===== config.mk =====
export PLATFORM = sky130hd
export DESIGN_NAME = nested_interrupt_mask_control
export DESIGN_NICKNAME = d
export VERILOG_FILES = /design/src/rtl/nest_irq_pkg.sv /design/src/rtl/pc_stack_mem.sv /design/src/rtl/prio_pick.sv /design/src/rtl/nested_interrupt_mask_control.sv
export SDC_FILE = /design/constraint.sdc
export NUM_CORES = 2
export LEC_CHECK = 0
export BUFFER_PORTS_ARGS = -buffer_cell sky130_fd_sc_hd__buf_2
export CAP_MARGIN = 20
export CORE_MARGIN = 1.5
export CORE_UTILIZATION = 35
export DETAILED_ROUTE_END_ITERATION = 8
export GPL_ROUTABILITY_DRIVEN = 0
export SETUP_SLACK_MARGIN = 0.5
export SYNTH_ARGS = -nofsm -noshare
export SYNTH_HDL_FRONTEND = slang
export SYNTH_SLANG_ARGS = --single-unit

===== constraint.sdc =====
create_clock -name core_clk -period 10.1 [get_ports core_clk]
set_input_delay 1.01 -clock core_clk [delete_from_list [all_inputs] [get_ports core_clk]]
set_output_delay 1.01 -clock core_clk [all_outputs]
set_load 0.005 [all_outputs]

===== src/rtl/nest_irq_pkg.sv =====
// package for the nested interrupt mask controller: register map, fields, reset values, latencies
// assumes a 32-bit apb slave on one core clock
package nest_irq_pkg;
	localparam int irq_count = 32;
	localparam logic [7:0] addr_mode = 8'h00;
	localparam logic [7:0] addr_latch = 8'h04;
	localparam logic [7:0] addr_mask = 8'h08;
	localparam logic [7:0] addr_nest_ptr = 8'h0c;
	localparam logic [7:0] addr_seq_cmd = 8'h10;
	localparam logic [7:0] addr_status = 8'h14;
	localparam logic [7:0] addr_pc_stack_ptr = 8'h18;
	localparam logic [7:0] addr_fetch = 8'h1c;
	localparam logic [7:0] addr_pc_top = 8'h20;
	localparam int nesting_enable_bit = 11;
	localparam int global_irq_enable_bit = 12;
	localparam int saturate_bit = 13;
	localparam int cmd_rti_bit = 0;
	localparam int cmd_jci_bit = 1;
	localparam int cmd_idle_bit = 2;
	localparam int cmd_rts_bit = 3;
	localparam logic [31:0] mode_reset = 32'h0000_0000;
	localparam logic [31:0] mask_reset = 32'h0000_0000;
	localparam logic [31:0] zero_word = 32'h0000_0000;
	localparam logic [4:0] pc_ptr_reset = 5'h00;
	localparam logic [1:0] wake_cycles = 2'h2;
	localparam logic [1:0] saturate_delay = 2'h2;
	localparam int pc_depth = 32;

	typedef struct packed {
		logic [31:0] latch;
		logic [31:0] nest_ptr;
	} irq_state_type;

	typedef enum logic [3:0] {
		seq_run = 4'b0001,
		seq_idle_fetch = 4'b0010,
		seq_halted = 4'b0100,
		seq_wake = 4'b1000
	} seq_state_type;
endpackage


===== src/rtl/pc_stack_mem.sv =====
// small memory for the program counter stack; read data come out of a register
// assumes single core clock, one write per cycle
`timescale 1ns/10ps
`default_nettype none
module pc_stack_mem (
	// clock and enable
	input wire logic core_clk,
	input wire logic clk_en,
	// write side
	input wire logic wr_en,
	input wire logic [4:0] wr_addr,
	input wire logic [23:0] wr_data,
	// read side
	input wire logic [4:0] rd_addr,
	output logic [23:0] rd_data
);
	logic [23:0] mem [0:nest_irq_pkg::pc_depth-1];
	always_ff @(posedge core_clk) begin
		if (clk_en) begin
			if (wr_en) begin
				mem[wr_addr] <= wr_data;
			end
			rd_data <= mem[rd_addr];
		end
	end
endmodule
`default_nettype wire


===== src/rtl/prio_pick.sv =====
// picks the highest priority set bit (bit 0 highest) as one-hot
// assumes pure combinational use
`timescale 1ns/10ps
`default_nettype none
module prio_pick (
	// request vector
	input wire logic [31:0] req,
	// one-hot winner
	output logic [31:0] win
);
	always_comb begin
		win = nest_irq_pkg::zero_word;
		for (int i = 31; i >= 0; i--) begin
			if (req[i]) begin
				win = nest_irq_pkg::zero_word;
				win[i] = 1'b1;
			end
		end
	end
endmodule
`default_nettype wire


===== src/rtl/nested_interrupt_mask_control.sv =====
// nested interrupt mask controller with halt/wake and sequencer register latencies
// assumes an apb master on core_clk and irq sources synchronous or from pins (synchronised here)
// Contract
// - with nesting, a preempting request right after another starts one cycle late
// - temporary mask per level from nest pointer; mask register left untouched
// - taking a request sets its pointer bit; nesting masks equal and lower
// - return-from-irq clears highest set pointer bit and recomputes mask
// - highest set pointer bit equals the request now in service
// - latch bit set on event, cleared every cycle during its service
// - jump-clear-irq clears latch and pointer bit, pops status, stops auto-clear
// - halt holds core until a request is latched and taken, then wakes
// - halt fetches one more instruction at current fetch address then stops
// - while halted, dma, internal clock and timers keep running
// - wake-up spends two cycles fetching and decoding first routine instruction
// - sequencer registers readable and writable except fetch and decode addresses; here status and pc top are read-only, the command register write-only
// - writing pc stack pointer pushes or pops the pc stack
// - mode, latch, mask read back at once; mode and mask take effect one cycle later, latch at once
// - nest pointer has one extra read cycle and no extra effect cycle
// - saturation enable acts two cycles after the mode write
// - bit 0 highest priority, bit 31 lowest, decides simultaneous requests
// - mode bit 11 enables nesting
`timescale 1ns/10ps
`default_nettype none
module nested_interrupt_mask_control (
	// clock, reset, enable
	input wire logic core_clk,
	input wire logic reset_n,
	input wire logic clk_en,
	// apb slave
	input wire logic psel,
	input wire logic penable,
	input wire logic pwrite,
	input wire logic [7:0] paddr,
	input wire logic [31:0] pwdata,
	output logic [31:0] prdata,
	output logic pready,
	output logic pslverr,
	// interrupt sources (pins)
	input wire logic [31:0] irq_in,
	// sequencer side
	input wire logic [23:0] next_fetch_addr,
	output logic [31:0] irq_take,
	output logic core_run,
	output logic fetch_en,
	output logic alu_saturate,
	output logic [23:0] pc_stack_top
);
	logic [31:0] irq_meta_reg, irq_sync_reg, irq_prev_reg;
	logic [31:0] mode_reg, mode_next, mask_reg, mask_next;
	logic [31:0] mode_eff_reg, mask_eff_reg, ptr_eff_reg, ptr_view_reg;
	logic [31:0] latch_reg, latch_next, ptr_reg, ptr_next;
	logic [31:0] serving_reg, serving_next, reuse_reg, reuse_next;
	logic [31:0] take_reg, take_next, hold_reg, hold_next;
	logic [31:0] prdata_reg, prdata_next, temp_mask, pend, winner, ptr_top;
	logic [4:0] pc_ptr_reg, pc_ptr_next;
	logic [23:0] fetch_reg, fetch_next;
	logic [1:0] wake_cnt_reg, wake_cnt_next, sat_cnt_reg, sat_cnt_next;
	logic sat_reg, sat_next, just_took_reg, just_took_next, pready_reg;
	logic halted_by_idle_reg, halted_by_idle_next;
	logic pc_wr;
	logic [23:0] pc_rd;
	logic core_run_reg, core_run_next, fetch_en_reg, fetch_en_next;
	nest_irq_pkg::seq_state_type st_reg, st_next;

	wire logic wr_acc = psel && penable && pwrite;
	wire logic rd_acc = psel && !penable && !pwrite;
	wire logic cmd_wr = wr_acc && (paddr == nest_irq_pkg::addr_seq_cmd);
	// rising edges of the synchronised requests; a latch set beats a software clear
	wire logic [31:0] irq_edge = irq_sync_reg & ~irq_prev_reg;

	function automatic logic known_addr(input logic [7:0] a);
		known_addr = (a <= nest_irq_pkg::addr_pc_top) && (a[1:0] == 2'h0);
	endfunction

	prio_pick pick_pend (.req(pend), .win(winner));
	prio_pick pick_top (.req(ptr_eff_reg), .win(ptr_top));

	// read address looks one slot below the pointer it will hold
	pc_stack_mem pc_mem (
		.core_clk(core_clk),
		.clk_en(clk_en),
		.wr_en(pc_wr),
		.wr_addr(pc_ptr_reg),
		.wr_data(fetch_reg),
		.rd_addr(pc_ptr_next - 5'h01),
		.rd_data(pc_rd)
	);

	// temporary mask: everything at or below the top pointer bit is closed
	always_comb begin
		temp_mask = mask_eff_reg;
		if (ptr_eff_reg != nest_irq_pkg::zero_word) begin
			if (mode_eff_reg[nest_irq_pkg::nesting_enable_bit]) begin
				for (int i = 0; i < nest_irq_pkg::irq_count; i++) begin
					// closed when the top pointer bit sits at or above this position
					if ((ptr_top & ((32'h0000_0002 << i) - 32'h0000_0001)) != nest_irq_pkg::zero_word) begin
						temp_mask[i] = 1'b0;
					end
				end
			end else begin
				temp_mask = nest_irq_pkg::zero_word;
			end
		end
		pend = latch_reg & temp_mask & {32{mode_eff_reg[nest_irq_pkg::global_irq_enable_bit]}};
	end

	always_comb begin
		mode_next = mode_reg;
		mask_next = mask_reg;
		latch_next = latch_reg | irq_edge;
		ptr_next = ptr_reg;
		serving_next = serving_reg;
		reuse_next = reuse_reg;
		take_next = nest_irq_pkg::zero_word;
		hold_next = hold_reg;
		just_took_next = 1'b0;
		pc_ptr_next = pc_ptr_reg;
		pc_wr = 1'b0;
		st_next = st_reg;
		fetch_next = next_fetch_addr;
		wake_cnt_next = wake_cnt_reg;
		halted_by_idle_next = halted_by_idle_reg;
		sat_next = sat_reg;
		sat_cnt_next = (sat_cnt_reg != 2'h0) ? sat_cnt_reg - 2'h1 : 2'h0;
		// saturation follows the mode bit two edges after the write
		if (sat_cnt_reg == 2'h1) begin
			sat_next = mode_reg[nest_irq_pkg::saturate_bit];
		end
		if (wr_acc && known_addr(paddr)) begin
			case (paddr)
				nest_irq_pkg::addr_mode: begin
					mode_next = pwdata;
					sat_cnt_next = nest_irq_pkg::saturate_delay;
				end
				nest_irq_pkg::addr_latch: latch_next = pwdata | irq_edge;
				nest_irq_pkg::addr_mask: mask_next = pwdata;
				nest_irq_pkg::addr_nest_ptr: ptr_next = pwdata;
				// a pointer written above its value pushes the current fetch address
				nest_irq_pkg::addr_pc_stack_ptr: begin
					pc_ptr_next = pwdata[4:0];
					pc_wr = (pwdata[4:0] > pc_ptr_reg);
				end
				default: ;
			endcase
		end
		// service in progress keeps its latch bits clear until a jump-clear-irq marks it for reuse
		latch_next = latch_next & ~(serving_reg & ~reuse_reg);
		if (cmd_wr && pwdata[nest_irq_pkg::cmd_rti_bit] && ptr_reg != nest_irq_pkg::zero_word) begin
			ptr_next = ptr_next & ~ptr_top;
			serving_next = serving_reg & ~ptr_top;
			reuse_next = reuse_reg & ~ptr_top;
			if (halted_by_idle_reg) begin
				halted_by_idle_next = 1'b0;
			end
		end
		// the status stack pop is carried by stepping the pc stack pointer back
		if (cmd_wr && pwdata[nest_irq_pkg::cmd_jci_bit]) begin
			ptr_next = ptr_next & ~ptr_top;
			latch_next = latch_next & ~ptr_top;
			reuse_next = reuse_reg | ptr_top;
			pc_ptr_next = pc_ptr_reg - 5'h01;
		end
		if (cmd_wr && pwdata[nest_irq_pkg::cmd_rts_bit]) begin
			serving_next = serving_reg & ~reuse_reg;
			reuse_next = nest_irq_pkg::zero_word;
		end
		// a pending winner is delayed one cycle after a previous take
		if (winner != nest_irq_pkg::zero_word && !just_took_reg && hold_reg == nest_irq_pkg::zero_word) begin
			hold_next = winner;
		end else if (hold_reg != nest_irq_pkg::zero_word) begin
			take_next = hold_reg;
			hold_next = nest_irq_pkg::zero_word;
			ptr_next = ptr_next | hold_reg;
			serving_next = serving_next | hold_reg;
			latch_next = latch_next & ~hold_reg;
			just_took_next = 1'b1;
		end
		case (st_reg)
			nest_irq_pkg::seq_run: begin
				if (cmd_wr && pwdata[nest_irq_pkg::cmd_idle_bit]) begin
					st_next = nest_irq_pkg::seq_idle_fetch;
					halted_by_idle_next = 1'b1;
				end
			end
			// one more fetch slips through before the core stops
			nest_irq_pkg::seq_idle_fetch: begin
				fetch_next = fetch_reg;
				st_next = nest_irq_pkg::seq_halted;
			end
			nest_irq_pkg::seq_halted: begin
				fetch_next = fetch_reg;
				if (take_next != nest_irq_pkg::zero_word) begin
					st_next = nest_irq_pkg::seq_wake;
					wake_cnt_next = nest_irq_pkg::wake_cycles;
				end
			end
			nest_irq_pkg::seq_wake: begin
				wake_cnt_next = wake_cnt_reg - 2'h1;
				if (wake_cnt_reg == 2'h1) begin
					st_next = nest_irq_pkg::seq_run;
				end
			end
			default: st_next = nest_irq_pkg::seq_run;
		endcase
		core_run_next = (st_next == nest_irq_pkg::seq_run);
		fetch_en_next = (st_next != nest_irq_pkg::seq_halted);
		// read data are caught at the setup edge, so the access phase needs no wait state
		prdata_next = nest_irq_pkg::zero_word;
		if (rd_acc && known_addr(paddr)) begin
			case (paddr)
				nest_irq_pkg::addr_mode: prdata_next = mode_reg;
				nest_irq_pkg::addr_latch: prdata_next = latch_reg;
				nest_irq_pkg::addr_mask: prdata_next = mask_reg;
				nest_irq_pkg::addr_nest_ptr: prdata_next = ptr_view_reg;
				nest_irq_pkg::addr_status: prdata_next = {27'h0, halted_by_idle_reg, st_reg};
				nest_irq_pkg::addr_pc_stack_ptr: prdata_next = {27'h0, pc_ptr_reg};
				nest_irq_pkg::addr_pc_top: prdata_next = {8'h00, pc_rd};
				default: prdata_next = nest_irq_pkg::zero_word;
			endcase
		end
	end

	always_ff @(posedge core_clk or negedge reset_n) begin
		if (!reset_n) begin
			irq_meta_reg <= nest_irq_pkg::zero_word;
			irq_sync_reg <= nest_irq_pkg::zero_word;
			irq_prev_reg <= nest_irq_pkg::zero_word;
			mode_reg <= nest_irq_pkg::mode_reset;
			mask_reg <= nest_irq_pkg::mask_reset;
			mode_eff_reg <= nest_irq_pkg::mode_reset;
			mask_eff_reg <= nest_irq_pkg::mask_reset;
			latch_reg <= nest_irq_pkg::zero_word;
			ptr_reg <= nest_irq_pkg::zero_word;
			ptr_eff_reg <= nest_irq_pkg::zero_word;
			ptr_view_reg <= nest_irq_pkg::zero_word;
			serving_reg <= nest_irq_pkg::zero_word;
			reuse_reg <= nest_irq_pkg::zero_word;
			take_reg <= nest_irq_pkg::zero_word;
			hold_reg <= nest_irq_pkg::zero_word;
			just_took_reg <= 1'b0;
			pc_ptr_reg <= nest_irq_pkg::pc_ptr_reset;
			fetch_reg <= 24'h000000;
			st_reg <= nest_irq_pkg::seq_run;
			core_run_reg <= 1'b1;
			fetch_en_reg <= 1'b1;
			wake_cnt_reg <= 2'h0;
			halted_by_idle_reg <= 1'b0;
			sat_reg <= 1'b0;
			sat_cnt_reg <= 2'h0;
			prdata_reg <= nest_irq_pkg::zero_word;
			pready_reg <= 1'b0;
		end else if (clk_en) begin
			irq_meta_reg <= irq_in;
			irq_sync_reg <= irq_meta_reg;
			irq_prev_reg <= irq_sync_reg;
			mode_reg <= mode_next;
			mask_reg <= mask_next;
			// effect latency: the masks act one edge after the register takes the write
			mode_eff_reg <= mode_reg;
			mask_eff_reg <= mask_reg;
			latch_reg <= latch_next;
			ptr_reg <= ptr_next;
			// the nest pointer reads back one edge later than the plain registers
			ptr_view_reg <= ptr_reg;
			ptr_eff_reg <= ptr_next;
			serving_reg <= serving_next;
			reuse_reg <= reuse_next;
			take_reg <= take_next;
			hold_reg <= hold_next;
			just_took_reg <= just_took_next;
			pc_ptr_reg <= pc_ptr_next;
			fetch_reg <= fetch_next;
			st_reg <= st_next;
			core_run_reg <= core_run_next;
			fetch_en_reg <= fetch_en_next;
			wake_cnt_reg <= wake_cnt_next;
			halted_by_idle_reg <= halted_by_idle_next;
			sat_reg <= sat_next;
			sat_cnt_reg <= sat_cnt_next;
			if (rd_acc) begin
				prdata_reg <= prdata_next;
			end
			pready_reg <= psel && !penable;
		end
	end

	always_comb begin
		// every output except the constant pslverr is a register or the memory's read register
		prdata = prdata_reg;
		pready = pready_reg;
		pslverr = 1'b0;
		irq_take = take_reg;
		core_run = core_run_reg;
		fetch_en = fetch_en_reg;
		alu_saturate = sat_reg;
		pc_stack_top = pc_rd;
	end
endmodule
`default_nettype wire


## Word level (Yosys, flattened, before mapping)

Memories as Yosys holds them, arrays and structs flattened. A register that Yosys moved wholly into a read port is not among the register bits.
Index checks and enable logic that the tools add are counted.

| storage, ports and cells | value |
|---|---|
| register bits | 504 |
| latch bits | 0 |
| RAM bits | 768 |
| bits in read-only memories | 0 |
| input bits | 102 |
| output and inout port bits | 93 |
| word-level logic and storage cells | 284 |
| memories kept | 1 |

Memories:

| memory | depth | bits a word | rd ports | clocked after memory_dff | wr ports | line | text |
|---|---|---|---|---|---|---|---|
| pc_mem.mem | 32 | 24 | 1 | 1 | 1 | pc_stack_mem.sv:17 | `logic [23:0] mem [0:nest_irq_pkg::pc_depth-1];` |

| cells by class | value |
|---|---|
| add/sub/neg operators | 4 |
| $mul | 0 |
| divide/modulo/power cells | 0 |
| order comparisons | 2 |
| equality and inequality tests | 16 |
| shift-type cells | 0 |
| multiplexer cells | 144 |
| bitwise logic cells | 22 |
| reduce and logical (&&, ||, !) cells | 69 |

Operators with widths:

| kind | number |
|---|---|
| $mux 32 | 89 |
| $reduce_bool 32->1 | 35 |
| $and 32x32->32 | 11 |
| $pmux 32 s7 | 1 |
| $not 32->32 | 5 |
| $or 32x32->32 | 5 |
| $mux 1 | 42 |
| $logic_not 32->1 | 1 |
| $eq 8x5->1 const B | 3 |
| $eq 8x4->1 const B | 2 |
| $pmux 4 s4 | 1 |
| $logic_and 1x1->1 | 15 |
| $mux 5 | 3 |
| $mux 4 | 3 |
| $reduce_and 2->1 | 5 |
| $sub 5x1->5 const B | 2 |
| $reduce_and 3->1 | 3 |
| $eq 4x1->1 const B | 2 |
| $eq 8x3->1 const B | 1 |
| $eq 8x6->1 const B | 1 |
| $le 8x6->1 const B | 1 |
| $logic_not 8->1 | 1 |
| $mux 2 | 4 |
| $reduce_bool 2->1 | 3 |
| 14 further kinds | 18 |

## Depth between registers and ports, before layout

| logic depth | value |
|---|---|
| depth in word-level cells | 78 |
| mapped depth | 15 |
| mapped depth without buffers | 10 |

## By module

A second synthesis with hierarchy kept.

| second synthesis, totals | value |
|---|---|
| cells, all modules | 3812 |
| area, all modules | 54334.6 um^2 |

Modules (own cells, without submodules):

| module | instances | cells an instance | area an instance (um^2) | sequential area each (um^2) |
|---|---|---|---|---|
| pc_stack_mem | 1 | 1713 | 30727.0 | 23782.8 |
| nested_interrupt_mask_control | 1 | 1949 | 22596.7 | 12340.6 |
| prio_pick | 2 | 75 | 505.5 | 0.0 |

## Worst setup path before layout

No wires, ideal clock.

| timing | value |
|---|---|
| path kind | input to register |
| start | in paddr[7] |
| end | reg pc_mem.rd_data[0] (read register of pc_mem.mem) (data pin) |
| setup time | 0.257 ns |
| arrival | 4.299 ns |
| required time | 9.843 ns |
| slack | 5.544 ns |
| cell stages on the path | 14 |
| buffers on the path | 5 |
| cells stage by stage | or3_4 > or4_1 > buf_2 > o22ai_1 > a21oi_1 > buf_2 > buf_4 > ha_1 > clkbuf_1 > clkbuf_1 > mux4_2 > mux2_1 > o22ai_1 > nor2_1 |

| between the ends | value |
|---|---|
| longest elaborated chain between the ends | 6 |
| elaborated cells on any way between the ends | 11 |
| those cells by class | add/sub: 1; order compare: 1; eq/ne: 2; mux: 3; reduce/logical: 4 |

RTL lines:

| element | line | text |
|---|---|---|
| start: declaration | nested_interrupt_mask_control.sv:33 | `input wire logic [7:0] paddr,` |
| $le 8x6->1 | nested_interrupt_mask_control.sv:72 | `known_addr = (a <= nest_irq_pkg::addr_pc_top) && (a[1:0] == 2'h0);` |
| $logic_and 1x1->1 | nested_interrupt_mask_control.sv:72 |  |
| $logic_and 1x1->1 | nested_interrupt_mask_control.sv:129 | `if (wr_acc && known_addr(paddr)) begin` |
| $mux 5 | nested_interrupt_mask_control.sv:129 |  |
| $mux 5 * | nested_interrupt_mask_control.sv:157 | `if (cmd_wr && pwdata[nest_irq_pkg::cmd_jci_bit]) begin` |
| $sub 5x1->5 * | nested_interrupt_mask_control.sv:85 | `.rd_addr(pc_ptr_next - 5'h01),` |
| end: declaration | pc_stack_mem.sv:15 | `output logic [23:0] rd_data` |

Mark *: on every way between the ends. The rest lies on a longest branch, timed or not.
A chain may end at the register's enable or synchronous reset.

## Worst setup path after layout

| timing | value |
|---|---|
| start | in paddr[2] |
| end | mem pc_mem.mem[11][15], enable pin |

| between the ends | value |
|---|---|
| longest elaborated chain between the ends | 7 |
| elaborated cells on any way between the ends | 9 |
| those cells by class | order compare: 1; eq/ne: 1; mux: 5; reduce/logical: 2 |

RTL lines:

| element | line | text |
|---|---|---|
| $le 8x6->1 | nested_interrupt_mask_control.sv:72 |  |
| $logic_and 1x1->1 | nested_interrupt_mask_control.sv:72 |  |
| $logic_and 1x1->1 | nested_interrupt_mask_control.sv:129 |  |
| $mux 1 * | nested_interrupt_mask_control.sv:129 |  |
| $mux 1 * | pc_stack_mem.sv:20 | `if (wr_en) begin` |
| $mux 1 * | pc_stack_mem.sv:19 | `if (clk_en) begin` |
| $mux 1 (implied by the code) * | pc_stack_mem.sv:21 | `mem[wr_addr] <= wr_data;` |
| end: declaration | pc_stack_mem.sv:17 |  |

Marks and branches as above.

==> summary.txt <==
Pwr
  • Int Power: 9.63 mW
  • Power Total: 13.0 mW
  • P_leak: 22.4 nW
  • Peak supply drop: 0.213 mV
  • Sw power: 3.40 mW
  • Pwr/cell area: 211 nW/um^2
  • Combinational Power Share: 0.141
  • Sequential Power Share: 0.472
  • Sw Share: 0.261
  • Clk pwr share: 0.387

Routing
  • Vias per cell: 5.62
  • Router iterations before antenna repair: 6
  • Average routed wire per standard cell: 27.2 um
  • Via total after detailed routing: 32,800
  • Final wirelength: 158 mm
  • Drt drc: 0
  • First-iteration detailed-routing DRC count: 3,645
  • Number of routed nets with antenna violations: 0

Critical path
  • Top fanout value on the critical path: 41
  • Critical path type: in2reg
  • Startpoint class of the critical path: primary input
  • Worst setup EP type: flip-flop
  • Data required, critical path: 10.54 ns
  • Crit path DAT: 5.97 ns

Synthesis
  • YS warnings: 0
  • Post-Syn Nets: 3,589
  • Yosys cell types: 82
  • Ranking of synthesized cells by area: edfxtp_1 (44%), dfrtp_1 (23%), mux4_2 (9.2%)
  • Number of standard cells after synthesis: 3,475
  • #FFs+latches synth: 1,285
  • Synth Cell Area: 53,700 sq um
  • Post-synthesis async set-or-reset flop share: 0.384
  • Area leader, netlist: edfxtp_1
  • Top FF cell, synth: edfxtp_1
  • Sequential cell area fraction in the yosys report: 0.672
  • Syn avg cell area: 15.5 sq um
  • Synth top area share: 0.443
  • Number of synthesized flops with an enable pin: 792

Clocking
  • Reg clk slew, reported paths: 0.06 ns
  • CTS Root Cell: clkbuf_16
  • CTS tree: yes
  • CTS Buf Count: 133
  • Setup bufs post-CTS: 0
  • Clk_lat worst skew: 0.78 ns
  • Post-CTS sizing: 0
  • H-tree Lvls: 4
  • CTS max path bufs: 3
  • Clock sink count: 1,285
  • # hold bufs at CTS: 0

STA
  • Worst-Margin Slew: 1.18 ns
  • Skew final: 0.0443 ns
  • RSZ-0062 raised after global routing: false
  • Final Hold Vio Count: 0
  • Setup TNS: 0 ns
  • Slew Viols, Final: 0
  • Final Setup Violations: 0
  • Crit share post-route: 0.547
  • Min setup slack post-route: 4.57 ns
  • Fmax: 0.181 GHz
  • Minimum clock period: 5.53 ns
  • Max_slew headroom: 0.204

Run status
  • Status: completed

Placement
  • Port Buf Inserts: 193
  • Placed Cells: 5,573
  • Post-detail-place hpwl: 97.4 mm
  • Pre-CTS WS: 3.20 ns

Floorplanning
  • Die Span Y: 395 um
  • Die extent in x: 395 um
  • Die area: 156,000 sq um
  • Std cell rows: 143
  • Initial core utilization: 0.353
  • Core region area: 152,000 sq um
  • Boundary pin count: 195

Global routing
  • Largest net degree at the start of global routing: 163
  • Vias in the first global route: 32,300
  • Initial antenna violation count: 19
  • Global Route Usage Sum: 0.201
  • Total grt overflow: 0
  • First-pass GRT wire length: 230 mm

Cells and area
  • Area grow syn2layout: 14.9%
  • Fin nets: 3,797
  • Fillers: 13,800
  • Layout cells sized above 1: 0.300
  • Register name with the most flops: pc_mem.mem
  • Max reg flops: 768
  • Finished Layout Cells: 5,824

Min path
  • Hold Path Class: in2async

Flow run
  • Max Cap Viol: 0
## area by class of cell
cell class	count	area, sq um	area share
sequential	1285	36100	0.585
multi-input combinational	1934	16700	0.270
clock buffer	174	3660	0.0592
tap	2030	2540	0.0411
timing repair buffer	276	1720	0.0279
clock inverter	70	822	0.0133
inverter	53	199	0.00322
antenna	2	5.00	0.0000810
## worst paths after layout
path | from | to | cells past startpoint | slack (ns)
max reg2reg | ptr_reg[14] | reuse_reg[31] | 10 | 5.04
min | reset_n | irq_prev_reg[18] | 1 | 0.20
min in group core_clk | next_fetch_addr[3] | fetch_reg[3] | 2 | 0.46
max in group asynchronous | reset_n | irq_take[10] | 3 | 7.83
min reg2reg | prdata[5] | prdata[5] | 2 | 0.48
max | paddr[2] | pc_mem.mem[11][15] | 12 | 4.57
## cells in the final DEF (no fill, tap or decap), drive strengths merged, types with 22 or more instances in the layout
| master | instances |
|---|---|
| a22o | 32 |
| buf | 276 |
| o21ai | 284 |
| nor3 | 36 |
| mux4 | 219 |
| nand2 | 256 |
| nor2b | 35 |
| a22oi | 22 |
| clkbuf | 174 |
| clkinv | 43 |
| nand3 | 48 |
| mux2 | 376 |
| o22ai | 72 |
| edfxtp | 792 |
| nor2 | 130 |
| a21oi | 130 |
| a211oi | 34 |
| inv | 62 |
| nor4 | 32 |
| dfrtp | 490 |
## logic make-up after synthesis
| logic type | Yosys count | synth area share |
|---|---|---|
| adder cells (fa/ha/maj) | 12 | 0.00279 |
| other | 1 | 0.0000698 |
| flip-flops | 1285 | 0.672 |
| AND/OR/NAND/NOR | 648 | 0.0573 |
| buffers and inverters | 256 | 0.0205 |
| XOR/XNOR | 1 | 0.000163 |
| AO/OA/AOI/OAI | 666 | 0.0745 |
| multiplexers | 606 | 0.173 |
## worst max-delay path: stages
cell and delay [ns]:
buf_2 0.11, buf_4 0.33, nor4_1 0.30, and3_1 0.18, buf_4 0.42, nor2_1 0.10
nor4_2 0.90, nand2_1 0.23, nor3_1 0.44, nand2_1 0.43, nor2_2 1.04, buf_4 0.47
## stage by stage
step | hold WS [ns] | utilization | instance area (sq um)
5_1_grt | 0.241 | 0.406 | 61800
2_1_floorplan | 0.448 | - | 53700
6_report | 0.200 | 0.406 | 61800
3_3_place_gp | 0.465 | 0.376 | 57200
4_1_cts | 0.216 | 0.405 | 61700
3_5_place_dp | 0.475 | 0.376 | 57200
## synth_stat cells, types with 18 or more instances
cell,instances
buf_2,20
nor2_1,130
dfrtp_1,490
o22ai_1,71
nor2b_1,35
nor3_1,36
nand4_1,18
clkbuf_1,156
nor4_1,30
a22oi_1,22
nand2_1,256
o21ai_0,275
a22o_1,32
mux2_2,369
inv_1,52
mux4_2,219
a211oi_1,34
or3_1,18
nand3_1,48
edfxtp_1,792
a21oi_1,130
## layer usage
metal	share of wire	track usage	vias up	wire length [um]
met3	0.084	0.0472	247	13200
met2	0.47	0.319	1400	74700
met5	0.000089	0	-	14
met1	0.42	0.279	17200	67000
met4	0.020	0.0499	2	3180
li1	-	-	13900	-
## power by group through the flow
stage,clock network [mW],logic [mW],registers (mW)
floorplan,0,1.31,6.06
detailed placement,0,1.83,6.26
finish,5.04,1.83,6.15
global placement,0,1.81,6.26
CTS,5.12,1.84,6.16
global route,5.33,1.97,6.18
No activity file was read; power rests on OpenSTA's default activity.
